--- config.mk ---
export PLATFORM = sky130hd
export DESIGN_NAME = lcpg_top
export DESIGN_NICKNAME = d
export VERILOG_FILES = /design/src/lcpg_pkg.sv /design/src/lcpg_table.sv /design/src/lcpg_top.sv
export SDC_FILE = /design/constraint.sdc
export NUM_CORES = 1
export LEC_CHECK = 0
export BUFFER_PORTS_ARGS = -buffer_cell sky130_fd_sc_hd__buf_2
export CORE_ASPECT_RATIO = 1.4
export CORE_MARGIN = 2
export CORE_UTILIZATION = 55
export CTS_BUF_LIST = sky130_fd_sc_hd__clkbuf_16
export CTS_CLUSTER_DIAMETER = 60
export CTS_CLUSTER_SIZE = 10
export DETAILED_ROUTE_END_ITERATION = 16
export GPL_TIMING_DRIVEN = 0
export PLACE_DENSITY = 0.76
export SLEW_MARGIN = 15
export SYNTH_ARGS = -nofsm -noshare
export SYNTH_HDL_FRONTEND = slang
export SYNTH_SLANG_ARGS = --single-unit
export TNS_END_PERCENT = 100
--- constraint.sdc ---
create_clock -name aclk -period 8.1 [get_ports aclk]
set_input_delay 0.81 -clock aclk [delete_from_list [all_inputs] [get_ports aclk]]
set_output_delay 0.81 -clock aclk [all_outputs]
set_load 0.1 [all_outputs]
--- src/lcpg_pkg.sv ---
// lcpg_pkg: shared constants and types for the lookup-table cells and pattern generator.
// assumes: one clock (aclk), configuration image loaded over an axi4-lite slave.
`default_nettype none

package lcpg_pkg;

	// configuration image covers absolute bits 592..793
	localparam int CFG_BASE_BIT    = 592;
	localparam int CFG_TOP_BIT     = 793;
	localparam int CFG_BITS        = CFG_TOP_BIT - CFG_BASE_BIT + 1;
	localparam int CFG_WORDS       = (CFG_BITS + 31) / 32;

	// three-input table field layout
	localparam int T3_COUNT        = 16;
	localparam int T3_WIDTH        = 8;
	localparam int T3_LOW_BASE     = 592;
	localparam int T3_HIGH_FIRST   = 8;
	localparam int T3_HIGH_BASE    = 714;

	// four-input tables and pattern generator fields
	localparam int QUAD_BITS       = 16;
	localparam int COMBO_DATA_LSB  = 656;
	localparam int SERIAL_PATTERN_GENERATOR_COUNT_LSB  = 672;
	localparam int SERIAL_PATTERN_GENERATOR_COUNT_BITS = 4;
	localparam int SERIAL_PATTERN_GENERATOR_MODE_BIT   = 676;
	localparam int M1Q_DATA_LSB    = 778;
	localparam logic MODE_TABLE    = 1'h0;
	localparam logic MODE_PATTERN  = 1'h1;

	// register map, byte addresses on a 32-bit axi4-lite bus
	localparam int ADDR_W          = 5;
	localparam logic [2:0] CFG_LAST_INDEX = 3'h6;
	localparam logic [2:0] STATUS_INDEX   = 3'h7;
	localparam logic [4:0] CFG_WORD0_OFFSET = 5'h00;
	localparam logic [4:0] STATUS_OFFSET  = 5'h1c;
	localparam logic [1:0] RESP_OKAY      = 2'h0;
	localparam logic [1:0] RESP_SLVERR    = 2'h2;

	// reset values
	localparam logic [CFG_BITS-1:0] CFG_RESET = '0;

	typedef enum logic {LCPG_WR_COLLECT, LCPG_WR_RESP} lcpg_wr_state_t;
	typedef enum logic {LCPG_RD_IDLE, LCPG_RD_RESP} lcpg_rd_state_t;

	typedef struct packed {
		logic [CFG_BITS-1:0]        cfg;
		lcpg_wr_state_t             wr_state;
		logic                       aw_have;
		logic [2:0]                 aw_idx;
		logic                       w_have;
		logic [31:0]                wdata;
		logic [3:0]                 wstrb;
		logic [1:0]                 bresp;
		lcpg_rd_state_t             rd_state;
		logic [31:0]                rdata;
		logic [1:0]                 rresp;
		logic                       clk_sync1;
		logic                       clk_sync2;
		logic                       clk_prev;
		logic [SERIAL_PATTERN_GENERATOR_COUNT_BITS-1:0] idx;
		logic                       pat_bit;
	} lcpg_state_t;

	// position of an absolute configuration bit inside the image
	function automatic int cfg_pos(input int abs_bit);
		return abs_bit - CFG_BASE_BIT;
	endfunction : cfg_pos

	// absolute lowest bit of three-input table t
	function automatic int t3_base(input int t);
		return (t < T3_HIGH_FIRST) ? T3_LOW_BASE + T3_WIDTH * t
			: T3_HIGH_BASE + T3_WIDTH * (t - T3_HIGH_FIRST);
	endfunction : t3_base

	// one 32-bit word of the image, zero above the top bit
	function automatic logic [31:0] cfg_word(input logic [CFG_BITS-1:0] c, input int k);
		logic [CFG_WORDS*32-1:0] img;
		img = '0;
		img[CFG_BITS-1:0] = c;
		return img[k*32 +: 32];
	endfunction : cfg_word

endpackage : lcpg_pkg

`default_nettype wire

--- src/lcpg_table.sv ---
// lcpg_table: one n-input lookup cell, output = function bit indexed by the inputs.
// assumes: function bits stay steady while the cell is in use; no clock, no state.
`default_nettype none

module lcpg_table #(
	parameter int N = 3
) (
	input  wire logic [(1<<N)-1:0] func_bits,
	input  wire logic [N-1:0]      sel_in,
	output logic                   table_out
);

	// input n-1 is the msb of the index, bit 0 of func_bits answers index zero
	assign table_out = func_bits[sel_in];

endmodule : lcpg_table

`default_nettype wire

--- src/lcpg_top.sv ---
// lcpg_top: sixteen 3-input tables, one 4-input table on matrix 1 and a combination
// macrocell (4-input table on matrix 0 or serial pattern generator).
// assumes: table inputs come from routing logic; pattern clock is a routed signal that is
// sampled on aclk; the configuration image is loaded over axi4-lite.
`default_nettype none

module lcpg_top #(
	parameter int T3_NUM = lcpg_pkg::T3_COUNT
) (
	input  wire logic                        aclk,
	input  wire logic                        aresetn,
	// axi4-lite slave
	input  wire logic [lcpg_pkg::ADDR_W-1:0] s_axi_awaddr,
	input  wire logic [2:0]                  s_axi_awprot,
	input  wire logic                        s_axi_awvalid,
	output logic                             s_axi_awready,
	input  wire logic [31:0]                 s_axi_wdata,
	input  wire logic [3:0]                  s_axi_wstrb,
	input  wire logic                        s_axi_wvalid,
	output logic                             s_axi_wready,
	output logic [1:0]                       s_axi_bresp,
	output logic                             s_axi_bvalid,
	input  wire logic                        s_axi_bready,
	input  wire logic [lcpg_pkg::ADDR_W-1:0] s_axi_araddr,
	input  wire logic [2:0]                  s_axi_arprot,
	input  wire logic                        s_axi_arvalid,
	output logic                             s_axi_arready,
	output logic [31:0]                      s_axi_rdata,
	output logic [1:0]                       s_axi_rresp,
	output logic                             s_axi_rvalid,
	input  wire logic                        s_axi_rready,
	// three-input tables, cell t uses tri_table_in[3t+2:3t]
	input  wire logic [3*T3_NUM-1:0]         tri_table_in,
	output logic [T3_NUM-1:0]                tri_table_out,
	// matrix-1 quad table
	input  wire logic [3:0]                  matrix1_quad_table_in,
	output logic                             matrix1_quad_table_out,
	// combination macrocell on matrix 0
	input  wire logic [3:0]                  combo_quad_table_in,
	input  wire logic                        serial_pattern_generator_clk,
	output logic                             combo_quad_table_out
);

	lcpg_pkg::lcpg_state_t st_q;
	lcpg_pkg::lcpg_state_t st_d;

	localparam lcpg_pkg::lcpg_state_t ST_RESET = '{
		cfg:       lcpg_pkg::CFG_RESET,
		wr_state:  lcpg_pkg::LCPG_WR_COLLECT,
		aw_have:   1'h0,
		aw_idx:    3'h0,
		w_have:    1'h0,
		wdata:     32'h0,
		wstrb:     4'h0,
		bresp:     lcpg_pkg::RESP_OKAY,
		rd_state:  lcpg_pkg::LCPG_RD_IDLE,
		rdata:     32'h0,
		rresp:     lcpg_pkg::RESP_OKAY,
		clk_sync1: 1'h0,
		clk_sync2: 1'h0,
		clk_prev:  1'h0,
		idx:       4'h0,
		pat_bit:   1'h0
	};

	// decoded configuration fields
	logic [lcpg_pkg::QUAD_BITS-1:0]       combo_data;
	logic [lcpg_pkg::QUAD_BITS-1:0]       m1q_data;
	logic [lcpg_pkg::SERIAL_PATTERN_GENERATOR_COUNT_BITS-1:0] serial_pattern_generator_count;
	logic                                 serial_pattern_generator_mode;
	logic                                 combo_table_out;

	// field slices of the image; each sits at its absolute bit position
	assign combo_data = st_q.cfg[lcpg_pkg::cfg_pos(lcpg_pkg::COMBO_DATA_LSB) +:
		lcpg_pkg::QUAD_BITS];
	assign m1q_data   = st_q.cfg[lcpg_pkg::cfg_pos(lcpg_pkg::M1Q_DATA_LSB) +:
		lcpg_pkg::QUAD_BITS];
	assign serial_pattern_generator_count = st_q.cfg[lcpg_pkg::cfg_pos(lcpg_pkg::SERIAL_PATTERN_GENERATOR_COUNT_LSB) +:
		lcpg_pkg::SERIAL_PATTERN_GENERATOR_COUNT_BITS];
	assign serial_pattern_generator_mode  = st_q.cfg[lcpg_pkg::cfg_pos(lcpg_pkg::SERIAL_PATTERN_GENERATOR_MODE_BIT)];

	// sixteen three-input cells; output index t pairs with input triple t
	genvar t;
	generate
		for (t = 0; t < T3_NUM; t++) begin : g_tri
			lcpg_table #(
				.N(3)
			) u_tri (
				.func_bits (st_q.cfg[lcpg_pkg::cfg_pos(lcpg_pkg::t3_base(t)) +:
					lcpg_pkg::T3_WIDTH]),
				.sel_in    (tri_table_in[3*t +: 3]),
				.table_out (tri_table_out[t])
			);
		end
	endgenerate

	// matrix-1 quad table: select_input_msb is bit 3, select_input_lsb bit 0
	lcpg_table #(
		.N(4)
	) u_m1q (
		.func_bits (m1q_data),
		.sel_in    (matrix1_quad_table_in),
		.table_out (matrix1_quad_table_out)
	);

	// combination macrocell, table half; always computed, muxed by role below
	lcpg_table #(
		.N(4)
	) u_combo (
		.func_bits (combo_data),
		.sel_in    (combo_quad_table_in),
		.table_out (combo_table_out)
	);

	// one role at a time: table output is combinational, pattern bit is a flop
	assign combo_quad_table_out = (serial_pattern_generator_mode == lcpg_pkg::MODE_PATTERN) ?
		st_q.pat_bit : combo_table_out;

	// bus handshakes straight from state
	assign s_axi_awready = (st_q.wr_state == lcpg_pkg::LCPG_WR_COLLECT) && !st_q.aw_have;
	assign s_axi_wready  = (st_q.wr_state == lcpg_pkg::LCPG_WR_COLLECT) && !st_q.w_have;
	assign s_axi_bvalid  = (st_q.wr_state == lcpg_pkg::LCPG_WR_RESP);
	assign s_axi_bresp   = st_q.bresp;
	assign s_axi_arready = (st_q.rd_state == lcpg_pkg::LCPG_RD_IDLE);
	assign s_axi_rvalid  = (st_q.rd_state == lcpg_pkg::LCPG_RD_RESP);
	assign s_axi_rdata   = st_q.rdata;
	assign s_axi_rresp   = st_q.rresp;

	// next-state logic for bus slave, configuration image and pattern generator
	always_comb begin
		logic                              aw_take;
		logic                              w_take;
		logic                              aw_ok;
		logic                              w_ok;
		logic [2:0]                        widx;
		logic [2:0]                        ridx;
		logic [31:0]                       wd;
		logic [3:0]                        ws;
		logic [lcpg_pkg::CFG_WORDS*32-1:0] img;
		logic                              pclk_rise;
		aw_take   = s_axi_awvalid && s_axi_awready;
		w_take    = s_axi_wvalid && s_axi_wready;
		aw_ok     = st_q.aw_have || aw_take;
		w_ok      = st_q.w_have || w_take;
		widx      = st_q.aw_have ? st_q.aw_idx : s_axi_awaddr[4:2];
		ridx      = s_axi_araddr[4:2];
		wd        = st_q.w_have ? st_q.wdata : s_axi_wdata;
		ws        = st_q.w_have ? st_q.wstrb : s_axi_wstrb;
		img       = '0;
		pclk_rise = st_q.clk_sync2 && !st_q.clk_prev;
		st_d      = st_q;

		// write channel: address and data may arrive in either order
		case (st_q.wr_state)
			lcpg_pkg::LCPG_WR_COLLECT: begin
				if (aw_take) begin
					st_d.aw_have = 1'h1;
					st_d.aw_idx  = s_axi_awaddr[4:2];
				end
				if (w_take) begin
					st_d.w_have = 1'h1;
					st_d.wdata  = s_axi_wdata;
					st_d.wstrb  = s_axi_wstrb;
				end
				if (aw_ok && w_ok) begin
					st_d.aw_have  = 1'h0;
					st_d.w_have   = 1'h0;
					st_d.wr_state = lcpg_pkg::LCPG_WR_RESP;
					if (widx <= lcpg_pkg::CFG_LAST_INDEX) begin
						// byte lanes merge into the image; bits above the top are dropped
						img[lcpg_pkg::CFG_BITS-1:0] = st_q.cfg;
						for (int b = 0; b < 4; b++) begin
							if (ws[b]) begin
								img[32*widx + 8*b +: 8] = wd[8*b +: 8];
							end
						end
						st_d.cfg   = img[lcpg_pkg::CFG_BITS-1:0];
						st_d.bresp = lcpg_pkg::RESP_OKAY;
					end else begin
						// status word is read-only
						st_d.bresp = lcpg_pkg::RESP_SLVERR;
					end
				end
			end
			lcpg_pkg::LCPG_WR_RESP: begin
				if (s_axi_bready) begin
					st_d.wr_state = lcpg_pkg::LCPG_WR_COLLECT;
				end
			end
			default: begin
				st_d.wr_state = lcpg_pkg::LCPG_WR_COLLECT;
			end
		endcase

		// read channel: data registered, one word in flight
		case (st_q.rd_state)
			lcpg_pkg::LCPG_RD_IDLE: begin
				if (s_axi_arvalid) begin
					st_d.rd_state = lcpg_pkg::LCPG_RD_RESP;
					st_d.rresp    = lcpg_pkg::RESP_OKAY;
					if (ridx <= lcpg_pkg::CFG_LAST_INDEX) begin
						st_d.rdata = lcpg_pkg::cfg_word(st_q.cfg, int'(ridx));
					end else begin
						// live state: pattern position, pattern bit, role and the two quad-table outputs
						st_d.rdata = {24'h0, st_q.idx, st_q.pat_bit, serial_pattern_generator_mode,
							combo_quad_table_out, matrix1_quad_table_out};
					end
				end
			end
			lcpg_pkg::LCPG_RD_RESP: begin
				if (s_axi_rready) begin
					st_d.rd_state = lcpg_pkg::LCPG_RD_IDLE;
				end
			end
			default: begin
				st_d.rd_state = lcpg_pkg::LCPG_RD_IDLE;
			end
		endcase

		// pattern clock is a routed signal: two flops, then edge detect on the second
		st_d.clk_sync1 = serial_pattern_generator_clk;
		st_d.clk_sync2 = st_q.clk_sync1;
		st_d.clk_prev  = st_q.clk_sync2;

		// pattern generator; table mode parks it at bit 0 so each run starts there
		if (serial_pattern_generator_mode == lcpg_pkg::MODE_PATTERN) begin
			if (pclk_rise) begin
				// >= also recovers if the count is lowered below the current position
				if (st_q.idx >= serial_pattern_generator_count) begin
					st_d.idx = '0;
				end else begin
					st_d.idx = st_q.idx + 4'h1;
				end
			end
		end else begin
			st_d.idx = '0;
		end
		st_d.pat_bit = combo_data[st_d.idx];
	end

	// single state register, synchronous active-low reset
	always_ff @(posedge aclk) begin
		if (!aresetn) begin
			st_q <= ST_RESET;
		end else begin
			st_q <= st_d;
		end
	end

endmodule : lcpg_top

`default_nettype wire

==> key figures, run 1 <==
Clock network
  • Post-CTS Hold Buffers: 0
  • CTS Buf Count: 34
  • Number of gates resized after CTS: 0
  • CTS sink cnt: 286
  • Clk Latency, worst-skew pair: slightly above 0.5 ns
  • Root Driver: clkbuf_16
  • Max clock buf depth: 3
  • Htree depth: 2
  • CTS tree: yes
  • Setup bufs post-CTS: 0
  • Worst-path clk slew: about 0.060 ns

Die
  • Initial Util: 0.559
  • Die Area: roughly 28000 um^2
  • Core area: 26100 um^2
  • Placement Rows: 70
  • Die height: 197 um
  • Chip width: ~140 um
  • I/O pin count: around 180

Yosys
  • Cell accounting for the most synthesized area: dfxtp_1
  • Sequential share of the synthesized area: 0.393
  • Top-area cell type share of the netlist area: 0.393
  • Post-synth EDFFs: 0
  • Most common cell in the netlist: dfxtp_1
  • Post-synth ARST share: 0
  • Synth Warn #: 0
  • Synth top cells by count: 286 x dfxtp_1, 240 x nor2_1, 195 x nand2_1, 166 x mux2i_1, 133 x a21oi_1
  • Synth unique cells: between 50 and 60
  • Syn avg cell area: about 9.4 um^2
  • Mapped cell area: approximately 15000 um^2
  • Mapped Cells: 1554
  • Most used DFF post-synth: dfxtp_1
  • Synth top area cells: dfxtp_1 39%, mux4_2 12%, mux2i_1 11%
  • Synthesized flop and latch total: approximately 290

Worst setup path
  • Crit-path cells: buf_6, mux2i_1, ha_1, buf_1, a21oi_1, nor3_1, nand3_1, clkbuf_1, or3_1, a21oi_1
  • Worst path bufs/invs: 3
  • Critical Path RT: 8.52 ns
  • Worst flop-to-flop path endpoint: st_q[181]$_SDFFE_PN0P_
  • Worst R2R Path Depth: 10
  • CP endpoint kind: flop
  • Startpoint Class: flop
  • CP max FO: 10
  • Crit path max-delay cell type: mux2i_1
  • Worst path max stage delay: 0.46 ns
  • R2R setup slack: 4.50 ns
  • Most used cell, CP: a21oi_1
  • Crit-path leading delay family: simple AND/OR/NAND/NOR gates
  • CP arrival: around 4 ns
  • Critical path class: flop to flop
  • R2r startpoint: st_q[85]$_SDFFE_PN0P_

Run
  • Max-cap violations: 0

STA
  • # setup viols final: 0
  • Worst-margin pin slew: 1.11 ns
  • RSZ-0062 raised after global routing: false
  • Slew margin rel.: 0.237
  • TNS Setup: 0 ns
  • Final hold violation count: 0
  • Fin. max-slew vios: 0
  • Fmax achieved: between 200 and 300 MHz
  • Final min period: around 3.6 ns
  • Period utilisation layout: 0.444
  • Fin Clk Skew: between 0.015 and 0.02 ns

Global route
  • Vias in the first global route: between 10000 and 15000
  • Grt total ovfl: 0
  • GRT Total Usage: 0.344
  • First-pass GRT wire length: roughly 72000 um
  • Largest net degree at the start of global routing: 11
  • Initial antenna violation count: 0

Detailed routing
  • Drt first-iter violations: 1119
  • Router iterations before antenna repair: 6
  • Vias: between 10000 and 15000
  • Routed WL: approximately 48000 um
  • Via-to-Cell Ratio: around 6
  • Final ANT Viol Nets: 0
  • DRC errors left: 0
  • Routed wire per std cell: about 23 um

Finish
  • Fill count: 2216
  • Fraction of layout cells with a size suffix above 1: 0.225
  • Area occupied by multi-input gates: approximately 8000 um^2
  • Area Growth Syn to Fin: 14.9%
  • NumNets Final: roughly 1900
  • FF/Latch Area: 5730 um^2
  • Post-layout util: 0.642
  • Diodes inserted: 0

Hold path
  • Worst hold start: serial_pattern_generator_count[3]$_SDFFE_PN0P_
  • HP Class: flop to flop
  • Hold-critical path depth: 2
  • Endpoint, Worst Hold: serial_pattern_generator_count[3]$_SDFFE_PN0P_

Placement
  • Routability-driven placement congestion ratio: 1.00
  • Post-DP HPWL: roughly 37000 um
  • Port-buffer cells: between 150 and 200

Pwr
  • PwrDens: approximately 200 nW/um^2
  • Maximum VDD drop: about 0.00017 V
  • Lkg Pwr: 6.46 nW

Run status
  • Status: complete, no violations
routing by layer:
metal	vias up	global-route usage	part of all wire
met3	174	0.0532	0.073
met1	6111	0.416	0.38
met4	0	0.219	0.072
met5	-	0	0
met2	658	0.571	0.48
li1	5845	-	-
power breakdown:
| group | internal, mW | leakage, nW | switching (mW) |
|---|---|---|---|
| registers | 1.44 | 2.32 | 0.0179 |
| clock network | 0.831 | 0.470 | 0.568 |
| logic | 0.131 | 3.68 | 0.356 |
area by class of cell:
type,count,area share
clock buffers,37,0.0552
flip-flops and latches,286,0.342
clock inverters,1,0.00179
multi-input cells,1108,0.479
plain buffers,150,0.0479
repair buffers,160,0.0479
well taps,324,0.0242
inverters,12,0.00269
state kept, by name (all words and copies together) (netlist names):
signal,cells
combo_data,16
m1q_data,16
s_axi_bresp,1
s_axi_bvalid,1
s_axi_rdata,32
s_axi_rvalid,1
serial_pattern_generator_count,4
serial_pattern_generator_mode,1
st_d,2
st_q,212
cell families after synthesis:
logic type                 synth area share
AOI/OAI and AO/OA                    0.0901
adders and majority gates            0.0103
buffers and inverters                0.0581
DFF                                   0.393
muxes                                 0.263
other                              0.000257
and+or+nand+nor                       0.185
worst reg2reg max path: stages, from the launching register on:
cell and delay [ns]:
dfxtp_1 0.40, buf_6 0.18, mux2i_1 0.46, ha_1 0.23, buf_1 0.30, a21oi_1 0.26
nor3_1 0.43, nand3_1 0.37, clkbuf_1 0.33, or3_1 0.36, a21oi_1 0.20
how the worst max path moves through the flow:
stage	startpoint	to	depth (start not counted)
3_3_place_gp	s_axi_araddr[2]	s_axi_rdata[25]$_SDFFE_PN0P_	6
3_5_place_dp	s_axi_awaddr[3]	st_q[245]$_SDFFE_PN0P_	11
5_1_grt	st_q[85]$_SDFFE_PN0P_	st_q[117]$_SDFFE_PN0P_	11
6_report	st_q[85]$_SDFFE_PN0P_	st_q[181]$_SDFFE_PN0P_	10
2_1_floorplan	s_axi_awaddr[2]	st_q[221]$_SDFFE_PN0P_	9
4_1_cts	st_q[85]$_SDFFE_PN0P_	st_q[181]$_SDFFE_PN0P_	10
placed cells by master (no fill, tap or decap), types with 4 or more instances in the layout:
cell type and n:
nand3_1 12, ha_1 12, a211oi_1 18, buf_2 164, buf_4 55, buf_1 9, a2bb2oi_1 5, nand3b_1 4
o21ai_0 18, clkbuf_1 78, nand2b_1 8, dfxtp_1 286, a21oi_1 133, nor2_4 7, buf_6 4, nor2_1 240
nand2_1 195, mux2i_1 166, nor2b_1 5, mux4_2 80, a221oi_1 18, inv_1 11, clkbuf_16 37, nor3_1 21
mux2_2 32, or3_1 86
metrics by stage:
stage	std cells	setup WS (ns)	hold WS (ns)	total power, mW	area, um^2
6_report	2078	4.50	0.451	3.34	16800
5_1_grt	2078	4.28	0.469	3.43	16800
2_1_floorplan	1556	5.02	0.412	1.81	14600
4_1_cts	2078	4.60	0.450	3.34	16800
3_5_place_dp	2040	4.35	0.442	1.96	15800
3_3_place_gp	2039	4.36	0.423	1.96	15800
Power figures use the tool's default switching activity.
==> inputs of run 2 (changes only) <==
--- a/config.mk
+++ b/config.mk
@@ -8,13 +8,13 @@
 export BUFFER_PORTS_ARGS = -buffer_cell sky130_fd_sc_hd__buf_2
 export CORE_ASPECT_RATIO = 1.4
 export CORE_MARGIN = 2
-export CORE_UTILIZATION = 55
+export CORE_UTILIZATION = 53
 export CTS_BUF_LIST = sky130_fd_sc_hd__clkbuf_16
 export CTS_CLUSTER_DIAMETER = 60
 export CTS_CLUSTER_SIZE = 10
 export DETAILED_ROUTE_END_ITERATION = 16
 export GPL_TIMING_DRIVEN = 0
-export PLACE_DENSITY = 0.76
+export PLACE_DENSITY = 0.77
 export SLEW_MARGIN = 15
 export SYNTH_ARGS = -nofsm -noshare
 export SYNTH_HDL_FRONTEND = slang
==> constraint.sdc (replaced) <==
create_clock -name aclk -period 3.2 [get_ports aclk]
set_input_delay 0.32 -clock aclk [delete_from_list [all_inputs] [get_ports aclk]]
set_output_delay 0.32 -clock aclk [all_outputs]
set_load 0.1 [all_outputs]
==> run 2 against run 1 <==
- die area up 3.7%
- core utilization down 1.6 points
- global-route usage down 1.8 points
- fmax up 17%
- register-to-register slack worse by 4.4 ns
- first-iteration DRC count up 21%
- largest power group unchanged
- clock-buffer cell count unchanged
- largest cell class unchanged
- non-clock buffer count up 4
- highest routed layer unchanged
==> key figures, run 2 (synthesized netlist as in run 1, its figures left out) <==
Worst setup path
  • CP endpoint kind: flop
  • Critical Path RT: 3.57 ns
  • Startpoint Class: flop
  • R2r startpoint: st_q[85]$_SDFFE_PN0P_
  • CP arrival: 3.44 ns
  • R2R setup slack: 0.13 ns
  • Worst flop-to-flop path endpoint: st_q[148]$_SDFFE_PN0P_
  • CP max FO: 10
  • Worst R2R Path Depth: 9
  • Critical path class: flop to flop

Pwr
  • Clock share of power: 0.418
  • Lkg Pwr: about 6.5 nW
  • Switching Fraction: 0.282
  • Maximum VDD drop: roughly 0.00045 V
  • Gate power share: 0.147
  • Reg power frac: 0.435
  • PwrDens: about 500 nW/um^2
  • Overall Power: 8.46 mW
  • Sw Pwr: roughly 2.4 mW
  • Internal: a little over 6 mW

Detailed routing
  • Routed wire per std cell: around 22 um
  • Routed WL: 47100 um
  • DRC errors left: 0
  • Via-to-Cell Ratio: 6.12
  • Drt first-iter violations: 1355
  • Vias: about 13000
  • Router iterations before antenna repair: 5
  • Final ANT Viol Nets: 0

Placement
  • Routability-driven placement congestion ratio: 0.999
  • Post-DP HPWL: between 30000 and 40000 um
  • Dpl ws: -0.434 ns
  • Placed cell areas: between 15000 and 20000 um^2
  • Port-buffer cells: 159

Clock network
  • Worst-path clk slew: about 0.060 ns
  • CTS tree: yes
  • CTS sink cnt: 286
  • Clk Latency, worst-skew pair: about 0.52 ns
  • Htree depth: 2
  • CTS Buf Count: 34
  • Root Driver: clkbuf_16
  • Max clock buf depth: 3

Die
  • Initial Util: 0.540
  • I/O pin count: approximately 180
  • Placement Rows: 71
  • Chip width: roughly 140 um
  • Die Area: between 20000 and 30000 um^2
  • Core area: about 27000 um^2
  • Die height: 200 um

STA
  • Fin Clk Skew: roughly 0.02 ns
  • Hold WS: 0.0234 ns
  • Worst-margin pin slew: ~1.1 ns
  • Period utilisation layout: 0.959
  • Fmax achieved: about 330 MHz
  • Final min period: about 3.1 ns
  • Fin. max-slew vios: 0
  • # setup viols final: 0
  • Final hold violation count: 0
  • Final WS setup: approximately 0.13 ns
  • TNS Setup: 0 ns
  • RSZ-0062 raised after global routing: false
  • Slew margin rel.: 0.278

Global route
  • Largest net degree at the start of global routing: 11
  • First-pass GRT wire length: roughly 70000 um
  • Initial antenna violation count: 0
  • Grt total ovfl: 0
  • Vias in the first global route: about 13000
  • GRT Total Usage: 0.326

Finish
  • Area Growth Syn to Fin: 16.0%
  • Fraction of layout cells with a size suffix above 1: 0.231
  • Most common cell after layout, fill and taps aside: dfxtp_1
  • Diodes inserted: 0
  • Most flops, register: st_q
  • Most frequent cells in the layout: 286 x dfxtp_1, 240 x nor2_1, 194 x nand2_1
  • Post-route cell area: approximately 17000 um^2
  • Max reg flops: roughly 210
  • NumNets Final: ~1900

Hold path
  • HP Class: input pin to flop
  • Endpoint, Worst Hold: st_d[6]$_SDFF_PN0_
  • Hold-critical path depth: 2
  • Worst hold start: serial_pattern_generator_clk

Run status
  • Status: complete, no violations

Run
  • Max-cap violations: 0
-- run 2: changes by cell type in the layout (fill, tap and decap cells not counted), sizes merged --
cell         delta
dlygate4sd3     +1
buf             +3
-- run 2: per-layer routing --
layer,routed length [um],GRT usage,up-vias
met2,22300,0.530,762
li1,-,-,5865
met3,4220,0.0488,172
met4,2870,0.175,0
met5,0,0,-
met1,17700,0.415,6184
-- run 2: final cells by class --
| type | count | area (um^2) |
|---|---|---|
| repair buffers | 165 | 843 |
| multi-input cells | 1108 | 8090 |
| plain buffers | 149 | 798 |
| flip-flops and latches | 286 | 5730 |
| inverters | 12 | 45.0 |
| well taps | 365 | 457 |
| clock buffers | 37 | 926 |
| clock inverters | 1 | 30.0 |
| fillers | 2303 | 10100 |
-- run 2: worst max-delay path, stage by stage, from the launching register on --
cell and delay, ns:
dfxtp_1 0.41, buf_6 0.19, mux2i_2 0.38, ha_2 0.39, a21oi_4 0.11, or3_1 0.47, clkbuf_1 0.24, nor2_4 0.44
mux2i_1 0.25, nor2_1 0.06
-- run 2: worst max-delay path by stage --
stage	slack, ns	from	to	cells past startpoint
final	0.13	st_q[85]$_SDFFE_PN0P_	st_q[148]$_SDFFE_PN0P_	9
after global routing	0.05	st_q[85]$_SDFFE_PN0P_	st_q[149]$_SDFFE_PN0P_	9
after CTS	-0.05	st_q[85]$_SDFFE_PN0P_	st_q[181]$_SDFFE_PN0P_	10
after detailed placement	-0.43	st_q[85]$_SDFFE_PN0P_	st_q[181]$_SDFFE_PN0P_	10
after global placement	-0.41	st_q[85]$_SDFFE_PN0P_	st_q[182]$_SDFFE_PN0P_	10
after floorplan	0.34	st_q[85]$_SDFFE_PN0P_	st_q[221]$_SDFFE_PN0P_	10
-- run 2: per-stage QoR --
stage | utilization | instances
after floorplan | - | 1556
after global placement | 0.587 | 2080
after detailed placement | 0.587 | 2080
after CTS | 0.624 | 2119
after global routing | 0.626 | 2123
final | 0.626 | 2123
-- run 2: power by group through the flow --
stage / clock [mW] / sequential, mW / combinational [mW]
4_1_cts: 3.52 / 3.68 / 1.22
6_report: 3.53 / 3.68 / 1.24
2_1_floorplan: 0 / 3.76 / 0.828
3_5_place_dp: 0 / 3.76 / 1.21
5_1_grt: 3.66 / 3.69 / 1.31
3_3_place_gp: 0 / 3.75 / 1.19
-- run 2: timing repair --
action                                  in CTS  in global routing
hold endpoints to repair                     1                  0
setup buffers                                0                  5
pin swaps                                    0                  2
endpoints found under the setup margin     180                180
hold buffers                                 1                  0
resized for setup                            6                  7
